$ cat src/include/sbst_pkg.sv
package sbst_pkg;
  // instruction register width and codes
  localparam int unsigned IR_W         = 3;
  localparam logic [2:0]  IR_EXTEST    = 3'h0;
  localparam logic [2:0]  IR_IDCODE    = 3'h1;
  localparam logic [2:0]  IR_SAMPLE_Z  = 3'h2;
  localparam logic [2:0]  IR_SAMPLE    = 3'h4;
  localparam logic [2:0]  IR_BYPASS    = 3'h7;
  localparam logic [2:0]  IR_CAPTURE   = 3'h1;  // fixed pattern loaded in capture-ir
  // boundary chain layout
  localparam int unsigned BSR_LEN      = 110;
  localparam int unsigned CTRL_BIT     = 109;
  localparam int unsigned DQ_W         = 36;
  localparam int unsigned ECHO_BIT     = 36;
  localparam int unsigned ECHO_N_BIT   = 37;
  localparam int unsigned RVALID_BIT   = 38;
  localparam int unsigned OUT_CELLS    = 39;
  localparam int unsigned IN_W         = 70;
  localparam int unsigned PAD_W        = 109;
  localparam logic        CTRL_RESET   = 1'b0;
  // identification word; value is arbitrary, bit 0 set as the standard requires
  localparam logic [31:0] ID_VALUE     = 32'h0ABC_D001;
  // tap controller states, one-hot
  typedef enum logic [15:0] {
    ST_RESET   = 16'h0001, ST_IDLE    = 16'h0002, ST_SEL_DR  = 16'h0004,
    ST_CAP_DR  = 16'h0008, ST_SH_DR   = 16'h0010, ST_EX1_DR  = 16'h0020,
    ST_PAU_DR  = 16'h0040, ST_EX2_DR  = 16'h0080, ST_UPD_DR  = 16'h0100,
    ST_SEL_IR  = 16'h0200, ST_CAP_IR  = 16'h0400, ST_SH_IR   = 16'h0800,
    ST_EX1_IR  = 16'h1000, ST_PAU_IR  = 16'h2000, ST_EX2_IR  = 16'h4000,
    ST_UPD_IR  = 16'h8000
  } sbst_state_e;
endpackage

$ cat src/verilog/sbst_tap.sv
`timescale 1ns/1ps
`default_nettype none
// How it works
// three-bit instruction, five defined codes decoded
// controller never loads codes 011, 101, 110
// sample-z floats data pins, captures pad values
// chain bit 109 steers output pin source
// control bit loads only on update-dr, extest/sample
// extest: echo/valid update; data follow control
// idcode, sample, bypass: pins carry sram output
// sample-z: echo, valid, data all float
// extest, sample-z: output cells capture pad value
// sample while reading: cells capture internal output
// sample idle: echo/valid internal, data pad
// controller holds dll disable high checking valid; no dll disable pin here, extest read-valid comes from its update cell
// idcode/bypass output cell capture left undefined
// instruction resets to idcode, also in reset state
// bypass: one-bit register between tdi and tdo
module sbst_tap (
  input  wire logic                    clk,
  input  wire logic                    resetn,
  input  wire logic                    tck,
  input  wire logic                    tms,
  input  wire logic                    tdi,
  output logic                         tdo,
  output logic                         tdo_oe_n,
  input  wire logic [sbst_pkg::DQ_W-1:0] sram_data,
  input  wire logic                    sram_echo_clock,
  input  wire logic                    sram_echo_clock_n,
  input  wire logic                    sram_read_valid,
  input  wire logic                    sram_reading,
  input  wire logic [sbst_pkg::DQ_W-1:0] data_pad_i,
  input  wire logic                    echo_clock_pad_i,
  input  wire logic                    echo_clock_n_pad_i,
  input  wire logic                    read_valid_pad_i,
  input  wire logic [sbst_pkg::IN_W-1:0] in_pins_i,
  output logic [sbst_pkg::DQ_W-1:0]    data_o,
  output logic                         data_oe_n,
  output logic                         echo_clock,
  output logic                         echo_clock_n,
  output logic                         read_valid_out,
  output logic                         echo_oe_n
);
  logic                             tck_s1, tck_s2, tck_s3, tck_q;
  logic                             tms_s1, tms_s2, tms_s3;
  logic                             tdi_s1, tdi_s2, tdi_s3;
  logic [sbst_pkg::PAD_W-1:0]       pad_s1, pad_s2, pad_s3;
  logic                             tck_rise, tck_fall;
  sbst_pkg::sbst_state_e            state_reg, state_next;
  logic [2:0]                       ir_shift_reg, ir_reg;
  logic [sbst_pkg::BSR_LEN-1:0]     bsr_shift_reg, bsr_upd_reg;
  logic [31:0]                      id_shift_reg;
  logic                             bypass_reg;
  logic [sbst_pkg::PAD_W-1:0]       cap_val;
  logic [sbst_pkg::OUT_CELLS-1:0]   int_val;
  logic                             ctrl_bit;
  logic                             is_extest, is_samplez, is_sample, is_bypass;

  // three-stage synchronisers; the first stage feeds only the second
  always_ff @(posedge clk or negedge resetn) begin
    if (!resetn) begin
      {tck_s1, tck_s2, tck_s3} <= 3'h0;
      {tms_s1, tms_s2, tms_s3} <= 3'h7;
      {tdi_s1, tdi_s2, tdi_s3} <= 3'h7;
      pad_s1 <= '0;
      pad_s2 <= '0;
      pad_s3 <= '0;
    end else begin
      {tck_s1, tck_s2, tck_s3} <= {tck, tck_s1, tck_s2};
      {tms_s1, tms_s2, tms_s3} <= {tms, tms_s1, tms_s2};
      {tdi_s1, tdi_s2, tdi_s3} <= {tdi, tdi_s1, tdi_s2};
      pad_s1 <= {in_pins_i, read_valid_pad_i, echo_clock_n_pad_i, echo_clock_pad_i, data_pad_i};
      pad_s2 <= pad_s1;
      pad_s3 <= pad_s2;
    end
  end

  // filtered test clock level; edge counts only once stages two and three agree
  always_ff @(posedge clk or negedge resetn) begin
    if (!resetn) begin
      tck_q <= 1'b0;
    end else if (tck_s2 == tck_s3) begin
      tck_q <= tck_s3;
    end
  end

  assign tck_rise = (tck_s2 == tck_s3) && tck_s3 && !tck_q;
  assign tck_fall = (tck_s2 == tck_s3) && !tck_s3 && tck_q;

  // instruction decode; reserved codes fall to bypass-like behaviour
  assign is_extest  = (ir_reg == sbst_pkg::IR_EXTEST);
  assign is_samplez = (ir_reg == sbst_pkg::IR_SAMPLE_Z);
  assign is_sample  = (ir_reg == sbst_pkg::IR_SAMPLE);
  assign is_bypass  = (ir_reg == sbst_pkg::IR_BYPASS);
  assign ctrl_bit   = bsr_upd_reg[sbst_pkg::CTRL_BIT];
  assign int_val    = {sram_read_valid, sram_echo_clock_n, sram_echo_clock, sram_data};

  // tap controller next state
  always_comb begin
    case (state_reg)
      sbst_pkg::ST_RESET:  state_next = tms_s3 ? sbst_pkg::ST_RESET  : sbst_pkg::ST_IDLE;
      sbst_pkg::ST_IDLE:   state_next = tms_s3 ? sbst_pkg::ST_SEL_DR : sbst_pkg::ST_IDLE;
      sbst_pkg::ST_SEL_DR: state_next = tms_s3 ? sbst_pkg::ST_SEL_IR : sbst_pkg::ST_CAP_DR;
      sbst_pkg::ST_CAP_DR: state_next = tms_s3 ? sbst_pkg::ST_EX1_DR : sbst_pkg::ST_SH_DR;
      sbst_pkg::ST_SH_DR:  state_next = tms_s3 ? sbst_pkg::ST_EX1_DR : sbst_pkg::ST_SH_DR;
      sbst_pkg::ST_EX1_DR: state_next = tms_s3 ? sbst_pkg::ST_UPD_DR : sbst_pkg::ST_PAU_DR;
      sbst_pkg::ST_PAU_DR: state_next = tms_s3 ? sbst_pkg::ST_EX2_DR : sbst_pkg::ST_PAU_DR;
      sbst_pkg::ST_EX2_DR: state_next = tms_s3 ? sbst_pkg::ST_UPD_DR : sbst_pkg::ST_SH_DR;
      sbst_pkg::ST_UPD_DR: state_next = tms_s3 ? sbst_pkg::ST_SEL_DR : sbst_pkg::ST_IDLE;
      sbst_pkg::ST_SEL_IR: state_next = tms_s3 ? sbst_pkg::ST_RESET  : sbst_pkg::ST_CAP_IR;
      sbst_pkg::ST_CAP_IR: state_next = tms_s3 ? sbst_pkg::ST_EX1_IR : sbst_pkg::ST_SH_IR;
      sbst_pkg::ST_SH_IR:  state_next = tms_s3 ? sbst_pkg::ST_EX1_IR : sbst_pkg::ST_SH_IR;
      sbst_pkg::ST_EX1_IR: state_next = tms_s3 ? sbst_pkg::ST_UPD_IR : sbst_pkg::ST_PAU_IR;
      sbst_pkg::ST_PAU_IR: state_next = tms_s3 ? sbst_pkg::ST_EX2_IR : sbst_pkg::ST_PAU_IR;
      sbst_pkg::ST_EX2_IR: state_next = tms_s3 ? sbst_pkg::ST_UPD_IR : sbst_pkg::ST_SH_IR;
      sbst_pkg::ST_UPD_IR: state_next = tms_s3 ? sbst_pkg::ST_SEL_DR : sbst_pkg::ST_IDLE;
      default:             state_next = sbst_pkg::ST_RESET;
    endcase
  end

  always_ff @(posedge clk or negedge resetn) begin
    if (!resetn) begin
      state_reg <= sbst_pkg::ST_RESET;
    end else if (tck_rise) begin
      state_reg <= state_next;
    end
  end

  // instruction path; reserved codes are decoded but never meant to be loaded
  always_ff @(posedge clk or negedge resetn) begin
    if (!resetn) begin
      ir_shift_reg <= sbst_pkg::IR_CAPTURE;
      ir_reg       <= sbst_pkg::IR_IDCODE;
    end else if (tck_rise) begin
      case (state_reg)
        sbst_pkg::ST_RESET:  ir_reg <= sbst_pkg::IR_IDCODE;
        sbst_pkg::ST_CAP_IR: ir_shift_reg <= sbst_pkg::IR_CAPTURE;
        sbst_pkg::ST_SH_IR:  ir_shift_reg <= {tdi_s3, ir_shift_reg[2:1]};
        sbst_pkg::ST_UPD_IR: ir_reg <= ir_shift_reg;
        default:             ir_reg <= ir_reg;
      endcase
    end
  end

  // capture source per cell: pads by default; under sample, echo/valid cells always and data cells while reading take internal output
  always_comb begin
    cap_val = pad_s3;
    if (is_sample) begin
      cap_val[sbst_pkg::RVALID_BIT:sbst_pkg::ECHO_BIT] =
        int_val[sbst_pkg::RVALID_BIT:sbst_pkg::ECHO_BIT];
      if (sram_reading) begin
        cap_val[sbst_pkg::DQ_W-1:0] = int_val[sbst_pkg::DQ_W-1:0];
      end
    end
  end

  // data registers; the control cell captures its own update value
  always_ff @(posedge clk or negedge resetn) begin
    if (!resetn) begin
      bsr_shift_reg <= '0;
      id_shift_reg  <= sbst_pkg::ID_VALUE;
      bypass_reg    <= 1'b0;
    end else if (tck_rise && (state_reg == sbst_pkg::ST_CAP_DR)) begin
      bsr_shift_reg <= {ctrl_bit, cap_val};
      id_shift_reg  <= sbst_pkg::ID_VALUE;
      bypass_reg    <= 1'b0;
    end else if (tck_rise && (state_reg == sbst_pkg::ST_SH_DR)) begin
      bsr_shift_reg <= {tdi_s3, bsr_shift_reg[sbst_pkg::BSR_LEN-1:1]};
      id_shift_reg  <= {tdi_s3, id_shift_reg[31:1]};
      bypass_reg    <= tdi_s3;
    end
  end

  // update stage, loaded only under extest or sample/preload
  always_ff @(posedge clk or negedge resetn) begin
    if (!resetn) begin
      bsr_upd_reg <= {sbst_pkg::CTRL_RESET, {sbst_pkg::PAD_W{1'b0}}};
    end else if (tck_rise && (state_reg == sbst_pkg::ST_UPD_DR) && (is_extest || is_sample)) begin
      bsr_upd_reg <= bsr_shift_reg;
    end
  end

  // tdo changes on the falling test clock edge, driven only while shifting
  always_ff @(posedge clk or negedge resetn) begin
    if (!resetn) begin
      tdo      <= 1'b0;
      tdo_oe_n <= 1'b1;
    end else if (tck_fall) begin
      tdo_oe_n <= !((state_reg == sbst_pkg::ST_SH_DR) || (state_reg == sbst_pkg::ST_SH_IR));
      if (state_reg == sbst_pkg::ST_SH_IR) begin
        tdo <= ir_shift_reg[0];
      end else if (is_extest || is_samplez || is_sample) begin
        tdo <= bsr_shift_reg[0];
      end else if (ir_reg == sbst_pkg::IR_IDCODE) begin
        tdo <= id_shift_reg[0];
      end else begin
        tdo <= bypass_reg;
      end
    end
  end

  // output pin source: update cells, sram output, or float
  always_ff @(posedge clk or negedge resetn) begin
    if (!resetn) begin
      data_o         <= '0;
      data_oe_n      <= 1'b1;
      echo_clock     <= 1'b0;
      echo_clock_n   <= 1'b0;
      read_valid_out <= 1'b0;
      echo_oe_n      <= 1'b1;
    end else if (is_extest) begin
      data_o         <= bsr_upd_reg[sbst_pkg::DQ_W-1:0];
      data_oe_n      <= !ctrl_bit;
      echo_clock     <= bsr_upd_reg[sbst_pkg::ECHO_BIT];
      echo_clock_n   <= bsr_upd_reg[sbst_pkg::ECHO_N_BIT];
      read_valid_out <= bsr_upd_reg[sbst_pkg::RVALID_BIT];
      echo_oe_n      <= 1'b0;
    end else if (is_samplez) begin
      data_oe_n      <= 1'b1;
      echo_oe_n      <= 1'b1;
    end else begin
      // sram drives data only while reading; echo clocks always run
      data_o         <= sram_data;
      data_oe_n      <= !sram_reading;
      echo_clock     <= sram_echo_clock;
      echo_clock_n   <= sram_echo_clock_n;
      read_valid_out <= sram_read_valid;
      echo_oe_n      <= 1'b0;
    end
  end
endmodule
`default_nettype wire

$ cat config.mk
export PLATFORM = sky130hd
export DESIGN_NAME = sbst_tap
export DESIGN_NICKNAME = d
export VERILOG_FILES = /design/src/include/sbst_pkg.sv /design/src/verilog/sbst_tap.sv
export SDC_FILE = /design/constraint.sdc
export NUM_CORES = 1
export LEC_CHECK = 0
export BUFFER_PORTS_ARGS = -buffer_cell sky130_fd_sc_hd__clkbuf_2
export CORE_ASPECT_RATIO = 0.8
export CORE_MARGIN = 1
export CORE_UTILIZATION = 44
export CTS_CLUSTER_DIAMETER = 200
export DETAILED_ROUTE_END_ITERATION = 10
export SYNTH_ARGS = -nofsm -noshare
export SYNTH_HDL_FRONTEND = slang
export SYNTH_SLANG_ARGS = --single-unit
export TNS_END_PERCENT = 100
$ cat constraint.sdc
create_clock -name clk -period 3.1 [get_ports clk]
set_clock_uncertainty 0.05 [all_clocks]
set_input_delay 0.31 -clock clk [delete_from_list [all_inputs] [get_ports clk]]
set_output_delay 0.31 -clock clk [all_outputs]
set_load 0.05 [all_outputs]
After elaboration in Yosys (flattened, before gate mapping)
Cells that the tools add are included.
{"block": "op_classes", "eq_ne": 21, "muxes": 38, "reduce_logical": 26}
{"cell": "two-way mux 110 bit", "n": 2}
{"cell": "case mux 16 bit (12 select lines)", "n": 1}
{"cell": "two-way mux 36 bit", "n": 3}
{"cell": "two-way mux 32 bit", "n": 2}
{"cell": "two-way mux 39 bit", "n": 1}
{"cell": "two-way mux 16 bit", "n": 2}
{"cell": "two-way mux 9 bit", "n": 2}
{"cell": "equality test 16 x 1 -> 1 bit, second input constant", "n": 1}
{"cell": "equality test 16 x 10 -> 1 bit, second input constant", "n": 1}
{"cell": "equality test 16 x 11 -> 1 bit, second input constant", "n": 1}
{"cell": "equality test 16 x 12 -> 1 bit, second input constant", "n": 1}
{"cell": "equality test 16 x 13 -> 1 bit, second input constant", "n": 1}
{"cell": "equality test 16 x 14 -> 1 bit, second input constant", "n": 1}
{"cell": "equality test 16 x 15 -> 1 bit, second input constant", "n": 1}
{"cell": "equality test 16 bit, second input constant", "n": 1}
{"cell": "equality test 16 x 2 -> 1 bit, second input constant", "n": 1}
{"cell": "equality test 16 x 3 -> 1 bit, second input constant", "n": 1}
{"cell": "equality test 16 x 4 -> 1 bit, second input constant", "n": 1}
{"cell": "equality test 16 x 5 -> 1 bit, second input constant", "n": 1}
{"cell": "equality test 16 x 6 -> 1 bit, second input constant", "n": 1}
{"cell": "equality test 16 x 7 -> 1 bit, second input constant", "n": 1}
{"cell": "equality test 16 x 8 -> 1 bit, second input constant", "n": 1}
{"cell": "equality test 16 x 9 -> 1 bit, second input constant", "n": 1}
{"cell": "two-way mux 1 bit", "n": 15}
{"cell": "other kinds (22)", "n": 41}
{"block": "totals", "register_bits": 655, "out_inout_bits": 43, "wordCells": 113}

Longest topological paths before layout
Gate-level depths: netlist (run 1).
{"block": "logic_depth", "ltp_word": 6, "ltp_mapped": 8}

Worst setup path before layout (run 1)
No wires, ideal clock.
{"block": "synth_path", "path_type": "register to register", "from": "reg state_reg[13]", "to": "reg id_shift_reg[10]", "setup_ps": 68, "arrival_ps": 2228, "setup_slack_ps": 754, "stages_incl_launch_ff": 9, "synth_period_minus_slack_ps": 2346, "path_cell_list": "dfrtp_1 -> buf_6 -> or4_1 -> or3_1 -> or2_1 -> buf_6 -> a21oi_4 -> buf_6 -> a32o_1"}
{"block": "synth_via", "elab_chain_cells": 3, "word_cells_on_any_way": 6}
{"element": "from (decl)", "line": "sbst_tap.sv:49", "source": "sbst_pkg::sbst_state_e state_reg, state_next;"}
{"element": "from (signal assigned)", "line": "sbst_tap.sv:123", "source": "state_reg <= sbst_pkg::ST_RESET;"}
{"element": "from (signal assigned)", "line": "sbst_tap.sv:125", "source": "state_reg <= state_next;"}
{"element": "equality test 16 x 4 -> 1 bit or equality test 16 x 5 -> 1 bit (tied branches)", "line": "sbst_tap.sv:163, sbst_tap.sv:167"}
{"element": "logical AND 1 bit, on equally long branches", "line": "sbst_tap.sv:163, sbst_tap.sv:167"}
{"element": "two-way mux 32 bit or nonzero test 2 bit (tied branches)"}
{"element": "to (signal assigned)", "line": "sbst_tap.sv:161", "source": "id_shift_reg <= sbst_pkg::ID_VALUE;"}
{"element": "to (signal assigned)", "line": "sbst_tap.sv:165", "source": "id_shift_reg <= sbst_pkg::ID_VALUE;"}
{"element": "to (signal assigned)", "line": "sbst_tap.sv:169", "source": "id_shift_reg <= {tdi_s3, id_shift_reg[31:1]};"}
{"element": "to (decl)", "line": "sbst_tap.sv:52", "source": "logic [31:0] id_shift_reg;"}
Several ways; a longest one is shown, not always the timed one.
A chain may end at the register's enable or synchronous reset.

Worst setup path in the final report (run 1)
{"block": "layout_path", "from": "reg state_reg[8]", "to": "reg id_shift_reg[10]"}
The elaborated chain is that of the path after synthesis.

==> results of run 1 <==
## path summary, 6_finish.rpt
check	slack, ns	start	endpoint
max in group asynchronous	1.81	resetn	pad_s2[16]
max reg2reg	0.33	state_reg[8]	id_shift_reg[10]
min in group clk	0.29	pad_s2[50]	pad_s3[50]
min reg2reg	0.29	pad_s2[50]	pad_s3[50]
max	0.33	state_reg[8]	id_shift_reg[10]
min	0.21	resetn	data_o[11]
## what timing repair did
| action | 4_1_cts | 5_1_grt |
|---|---|---|
| setup endpoints to repair | 0 | 0 |
| hold buffers | 153 | 0 |
| endpoints found under the hold margin | 195 | 0 |
## synthesized netlist by cell type, types with 2 or more instances
library cell,count
o22ai_1,110
buf_1,10
a32o_1,18
buf_6,3
or2_2,2
clkbuf_1,68
nor4b_1,6
dfstp_2,23
or3_1,2
nor2_1,150
or4_1,2
buf_2,10
and2_1,3
o21ai_0,59
xor2_1,2
and4_1,2
mux2i_1,40
buf_4,4
inv_1,7
a22o_1,2
ha_1,2
nor4_1,7
dfrtp_1,561
mux2_2,79
a211oi_1,3
nand4_1,8
nor3_1,16
nor3b_1,2
nand3_1,11
nand2_1,68
nand2b_1,5
a21oi_1,116
xnor2_1,6
o31ai_1,5
## kinds of logic (layout without fill, tap and decap cells)
kind of cell               Yosys count  in the layout  synth area share
muxes                              119            119            0.0657
other                                0              1                 0
adders and majority gates            2              2           0.00127
xor gates and xnor gates             8              8           0.00357
DFF                                584            584             0.745
and+or+nand+nor                    290            290            0.0655
buffers and inverters              102            484            0.0220
AOI/OAI and AO/OA                  322            322            0.0967
## critical path, cell delays in order, from the launching register on
cell and delay [ns]:
dfrtp_1 0.46, or4_1 0.57, or3_1 0.42, or2_4 0.45, a21oi_4 0.48, a32o_1 0.24
## layer usage
metal | part of all wire | routed length, microns | vias up | global-route usage
met5 | 0.00020 | 8 | - | 0
met4 | 0.021 | 847 | 2 | 0.0599
met3 | 0.040 | 1600 | 57 | 0.0308
met2 | 0.47 | 18400 | 268 | 0.282
met1 | 0.47 | 18600 | 5970 | 0.256
li1 | - | - | 5686 | -
## power breakdown
group          total (uW)  leakage, uW  switching [uW]  internal [uW]
Sequential           8650      0.00702             356           8300
Clock                6860     0.000937            2800           4060
Combinational        1990      0.00322            1330            655
Total               17500       0.0112            4490          13000
## cell usage in the layout (no fill, tap or decap), drive strengths merged, types with 6 or more instances in the layout
cell           n
a21oi        117
a32o          18
buf           27
clkbuf       277
clkinv        13
dfrtp        561
dfstp         23
dlygate4sd3  153
inv            8
mux2          79
mux2i         40
nand2         68
nand3         11
nand4          8
nor2         150
nor3          16
nor4           9
nor4b          6
o21ai         60
o22ai        110
xnor2          6
## metrics by stage
step	power (uW)	cell area, sq um
finish	17500	24800
floorplan	9890	19600
global route	18300	24800
detailed placement	10600	21300
CTS	17700	24800
global placement	10600	21300
## final cells by class
type / count / area share
flip-flops and latches: 584 / 0.591
multi-input cells: 741 / 0.186
repair buffers: 375 / 0.115
clock buffers: 82 / 0.0657
well taps: 595 / 0.0301
clock inverters: 20 / 0.0111
inverters: 7 / 0.00106
diodes: 1 / 0.000101
==> impl_metrics.yaml, run 1 <==
pwr:
  worst_ir_drop_vdd_mv: 0.469
  power_density_mw_per_mm2: 707
  p_leak_uw: 0.0112
clocking:
  htree_levels: 2
  cts_max_path_buffers: 3
  clk_pin_slew_ns: 0.06
  cts_root_buffer: "clkbuf_16"
  clk_latency_ns: 0.60
  cts_setup_buffers: 0
  cts_sinks: 584
  cts_made_buffers: 55
  post_cts_resized: 0
  cts_tree: "done"
synthesis:
  synth_area_sq_mm: 0.0196
  synth_cells: 1427
  synth_warnings: 0
  synth_cell_types: 49
  ys_seq_area_frac: 0.745
  synth-edff-count: 0
  synth.area.top_cells: "dfrtp_1 (71%), mux2_2 (4.5%), o22ai_1 (3.5%)"
  ys_seq_elements: 584
  synth_ff_type: "dfrtp_1"
  synth_largest_area_cell: "dfrtp_1"
  synth-async-reset-ratio: 1.00
  syn_nets: 1583
  postSynthAreaPerCell_sq_um: 13.8
  synth_top_area_frac: 0.715
routing:
  route.vias.total: 12000
  first_pass_iters: 5
  vias_per_cell: 4.98
  wl_per_cell_microns: 16.4
  drtIter0Drc: 940
  detail-route-antenna-nets: 0
  finalWirelength_microns: 39500
  drcViolationCount: 0
global_routing:
  grt_pass1_wl_microns: 65300
  globalRouteTotalUtil: 0.180
  grt_antenna_before_repair: 1
  grt_max_degree: 125
  grt_pass1_vias: 12400
  overflow: 0
place:
  gp_congestion: 0.824
  place_ws_ns: 0.366
  hpwl_microns: 22400
  post-place-cells: 2149
  port-buffer-count: 196
setup_path:
  path_class: "reg2reg"
  arrival_ns: 3.25
  worstPathRequired_ns: 3.58
  startpoint_type: "flop"
  cp_max_fo: 38
  critPathCaptureType: "flop"
  rr_worst_depth: 5
timing:
  hold_viol: 0
  finalCritPeriodShare: 0.894
  clock.fmax_ghz: 0.361
  setup_viol: 0
  holdWs_ns: 0.213
  tightest_slew_ns: 1.28
  drv_slew: 0
  setup_slack_ns: 0.330
  period_minus_slack_ns: 2.77
  grt_setup_unrepaired: "false"
  max-slew-margin-rel: 0.145
  tns_ns: 0
die:
  rows: 68
  die_area_sq_mm: 0.0455
  io_pins: 197
  initial_utilization: 0.451
  die_x_microns: 238
  core_region_area_sq_mm: 0.0436
  die-height_microns: 191
min_path:
  hold_path_class: "in2async"
cells_and_area:
  n_fill_cell: 3541
  fin_nets: 1920
  largest_reg_flops: 110
  syn2layout_area_growth_pct: 26.1
  multi_input_area_sq_mm: 0.00460
  drive_above_1_share: 0.235
  regArea_sq_mm: 0.0146
  layoutNonFillerInstCount: 2405
  post-route-util: 0.569
run:
  cap_violations: 0
status:
  status: "completed"
Note: power is estimated with default switching activity, not from simulation.
==> run 2, diff against run 1 <==
--- a/config.mk
+++ b/config.mk
@@ -5,6 +5,7 @@
 export SDC_FILE = /design/constraint.sdc
 export NUM_CORES = 1
 export LEC_CHECK = 0
+export ABC_AREA = 1
 export BUFFER_PORTS_ARGS = -buffer_cell sky130_fd_sc_hd__clkbuf_2
 export CORE_ASPECT_RATIO = 0.8
 export CORE_MARGIN = 1
==> run 2 against run 1 <==
Register-to-register slack better by 0.30 ns. Routed wire length is 7.2% higher. Synthesized cell count rose by 24%. First-iteration DRC count is 7.8% higher. Worst setup slack improved by 0.30 ns.
==> impl_metrics.yaml, run 2 <==
routing:
  drtIter0Drc: 1013
  finalWirelength_microns: 42400
  route.vias.total: 13500
  wl_per_cell_microns: 15.3
  drcViolationCount: 0
  vias_per_cell: 4.87
  first_pass_iters: 5
  detail-route-antenna-nets: 0
die:
  die_area_sq_mm: 0.0462
  io_pins: 197
  die_x_microns: 240
  rows: 69
  initial_utilization: 0.447
  core_region_area_sq_mm: 0.0445
  die-height_microns: 192
timing:
  grt_setup_unrepaired: "false"
  max-slew-margin-rel: 0.227
  period_minus_slack_ns: 2.47
  holdWs_ns: 0.148
  setup_viol: 0
  setup_slack_ns: 0.627
  tns_ns: 0
  drv_slew: 0
  tightest_slew_ns: 1.16
  finalCritPeriodShare: 0.798
  clock.fmax_ghz: 0.404
  hold_viol: 0
cells_and_area:
  fin_nets: 2269
  mostFrequentLayoutCell: "dfrtp_1"
  syn2layout_area_growth_pct: 25.6
  drive_above_1_share: 0.164
  largest_reg_flops: 110
  final_cell_mix: "dfrtp_1 (561), nand2_1 (357), o21ai_0 (204)"
  final_cell_area_sq_mm: 0.0250
setup_path:
  startpoint_type: "flop"
  reg2reg_setup_slack_ns: 0.63
  critPathCaptureType: "flop"
  crit_chain: "nor2_1, nand2_2, nor2_4, nand3_2, buf_4, nor2_4, inv_2, buf_4, nor2_1, o21ai_1"
  r2r_start: "state_reg[15]"
  r2r_end: "bsr_shift_reg[49]"
  rr_worst_depth: 10
  worstPathRequired_ns: 3.51
  path_class: "reg2reg"
  cpMaxStageDelayCell: "dfrtp_1"
  arrival_ns: 2.88
  worst-path-stages: 10
  critPathBufInv: 3
  cp_top_family: "simple AND/OR/NAND/NOR gates"
  cp_max_fo: 65
  critical-path-max-stage-delay_ns: 0.41
synthesis:
  synth_top_area_frac: 0.704
  synth_area_sq_mm: 0.0199
  postSynthAreaPerCell_sq_um: 11.3
  ys_seq_elements: 584
  synth_cells: 1768
  synth.area.top_cells: "dfrtp_1 (70%), nand2_1 (6.7%), o21ai_0 (5.1%)"
  post-synth-top-count-cell: "dfrtp_1"
  synthTopCellsByCount: "dfrtp_1 (561), nand2_1 (357), o21ai_0 (204)"
  syn_nets: 1924
  ys_seq_area_frac: 0.735
  synth_warnings: 0
  synth_ff_type: "dfrtp_1"
  synth_cell_types: 33
  synth-async-reset-ratio: 1.00
  synth-edff-count: 0
  synth_largest_area_cell: "dfrtp_1"
min_path:
  hold_depth: 4
  hold_path_class: "in2reg"
  hold_end: "data_oe_n"
  hp-start: "sram_reading"
clocking:
  cts_setup_buffers: 0
  post_cts_resized: 0
  cts_sinks: 584
  htree_levels: 2
  cts_made_buffers: 55
  ctsHoldBuffers: 152
  clk_pin_slew_ns: 0.06
  clk_latency_ns: 0.61
  cts_max_path_buffers: 3
  cts_tree: "done"
  cts_root_buffer: "clkbuf_16"
global_routing:
  grt_pass1_wl_microns: 69700
  grt_pass1_vias: 13500
  overflow: 0
  grt_max_degree: 121
  globalRouteTotalUtil: 0.190
  grt_antenna_before_repair: 1
pwr:
  power_uw: 17500
  p_leak_uw: 0.0115
  power_density_mw_per_mm2: 700
  worst_ir_drop_vdd_mv: 0.411
run:
  cap_violations: 0
place:
  port-buffer-count: 196
  gp_congestion: 0.836
  place_ws_ns: 0.672
  place_area_sq_mm: 0.0217
  hpwl_microns: 25400
status:
  status: "completed"
## run 2: worst max path at each step
| stage | start | to |
|---|---|---|
| 4_1_cts | state_reg[15] | bsr_shift_reg[49] |
| 6_report | state_reg[15] | bsr_shift_reg[49] |
| 3_3_place_gp | state_reg[13] | bsr_shift_reg[11] |
| 2_1_floorplan | state_reg[10] | id_shift_reg[13] |
| 3_5_place_dp | state_reg[0] | id_shift_reg[9] |
| 5_1_grt | state_reg[15] | bsr_shift_reg[39] |
## run 2: logic make-up after synthesis
| kind of cell | count (synthesis) | share of synthesized area |
|---|---|---|
| flip-flops | 584 | 0.735 |
| AND/OR/NAND/NOR | 611 | 0.123 |
| AO/OA/AOI/OAI | 393 | 0.102 |
| adder cells (fa/ha/maj) | 2 | 0.00126 |
| buffers and inverters | 178 | 0.0380 |
## run 2: through the flow
stage                     utilization  cells
after global placement          0.486   2507
after global routing            0.562   2761
after CTS                       0.562   2760
final                           0.562   2761
after detailed placement        0.486   2507
after floorplan                     -   1768
## run 2: routing by layer
| layer | vias to the layer above | track usage | part of all wire |
|---|---|---|---|
| met1 | 6599 | 0.277 | 0.47 |
| met2 | 334 | 0.294 | 0.46 |
| met4 | 0 | 0.0573 | 0.019 |
| met3 | 66 | 0.0308 | 0.047 |
| li1 | 6451 | - | - |
| met5 | - | 0 | 0 |
## run 2: layout make-up
| cell class | count | area, sq um |
|---|---|---|
| inverter | 85 | 320 |
| antenna | 1 | 2.50 |
| tap | 603 | 754 |
| fill | 3804 | 19500 |
| clock inverter | 21 | 263 |
| sequential | 584 | 14600 |
| clock buffer | 80 | 1570 |
| multi-input combinational | 1006 | 4540 |
| timing repair buffer | 381 | 2920 |
## run 2: worst min-delay path, stage by stage
cell and delay (ns):
clkbuf_2 0.07, inv_1 0.16, o21ai_0 0.22, inv_1 0.04
## run 2: where the power goes
| group | internal [uW] | total, uW | switching (uW) |
|---|---|---|---|
| clock network | 3870 | 6700 | 2830 |
| logic | 645 | 2340 | 1690 |
| registers | 8210 | 8460 | 250 |
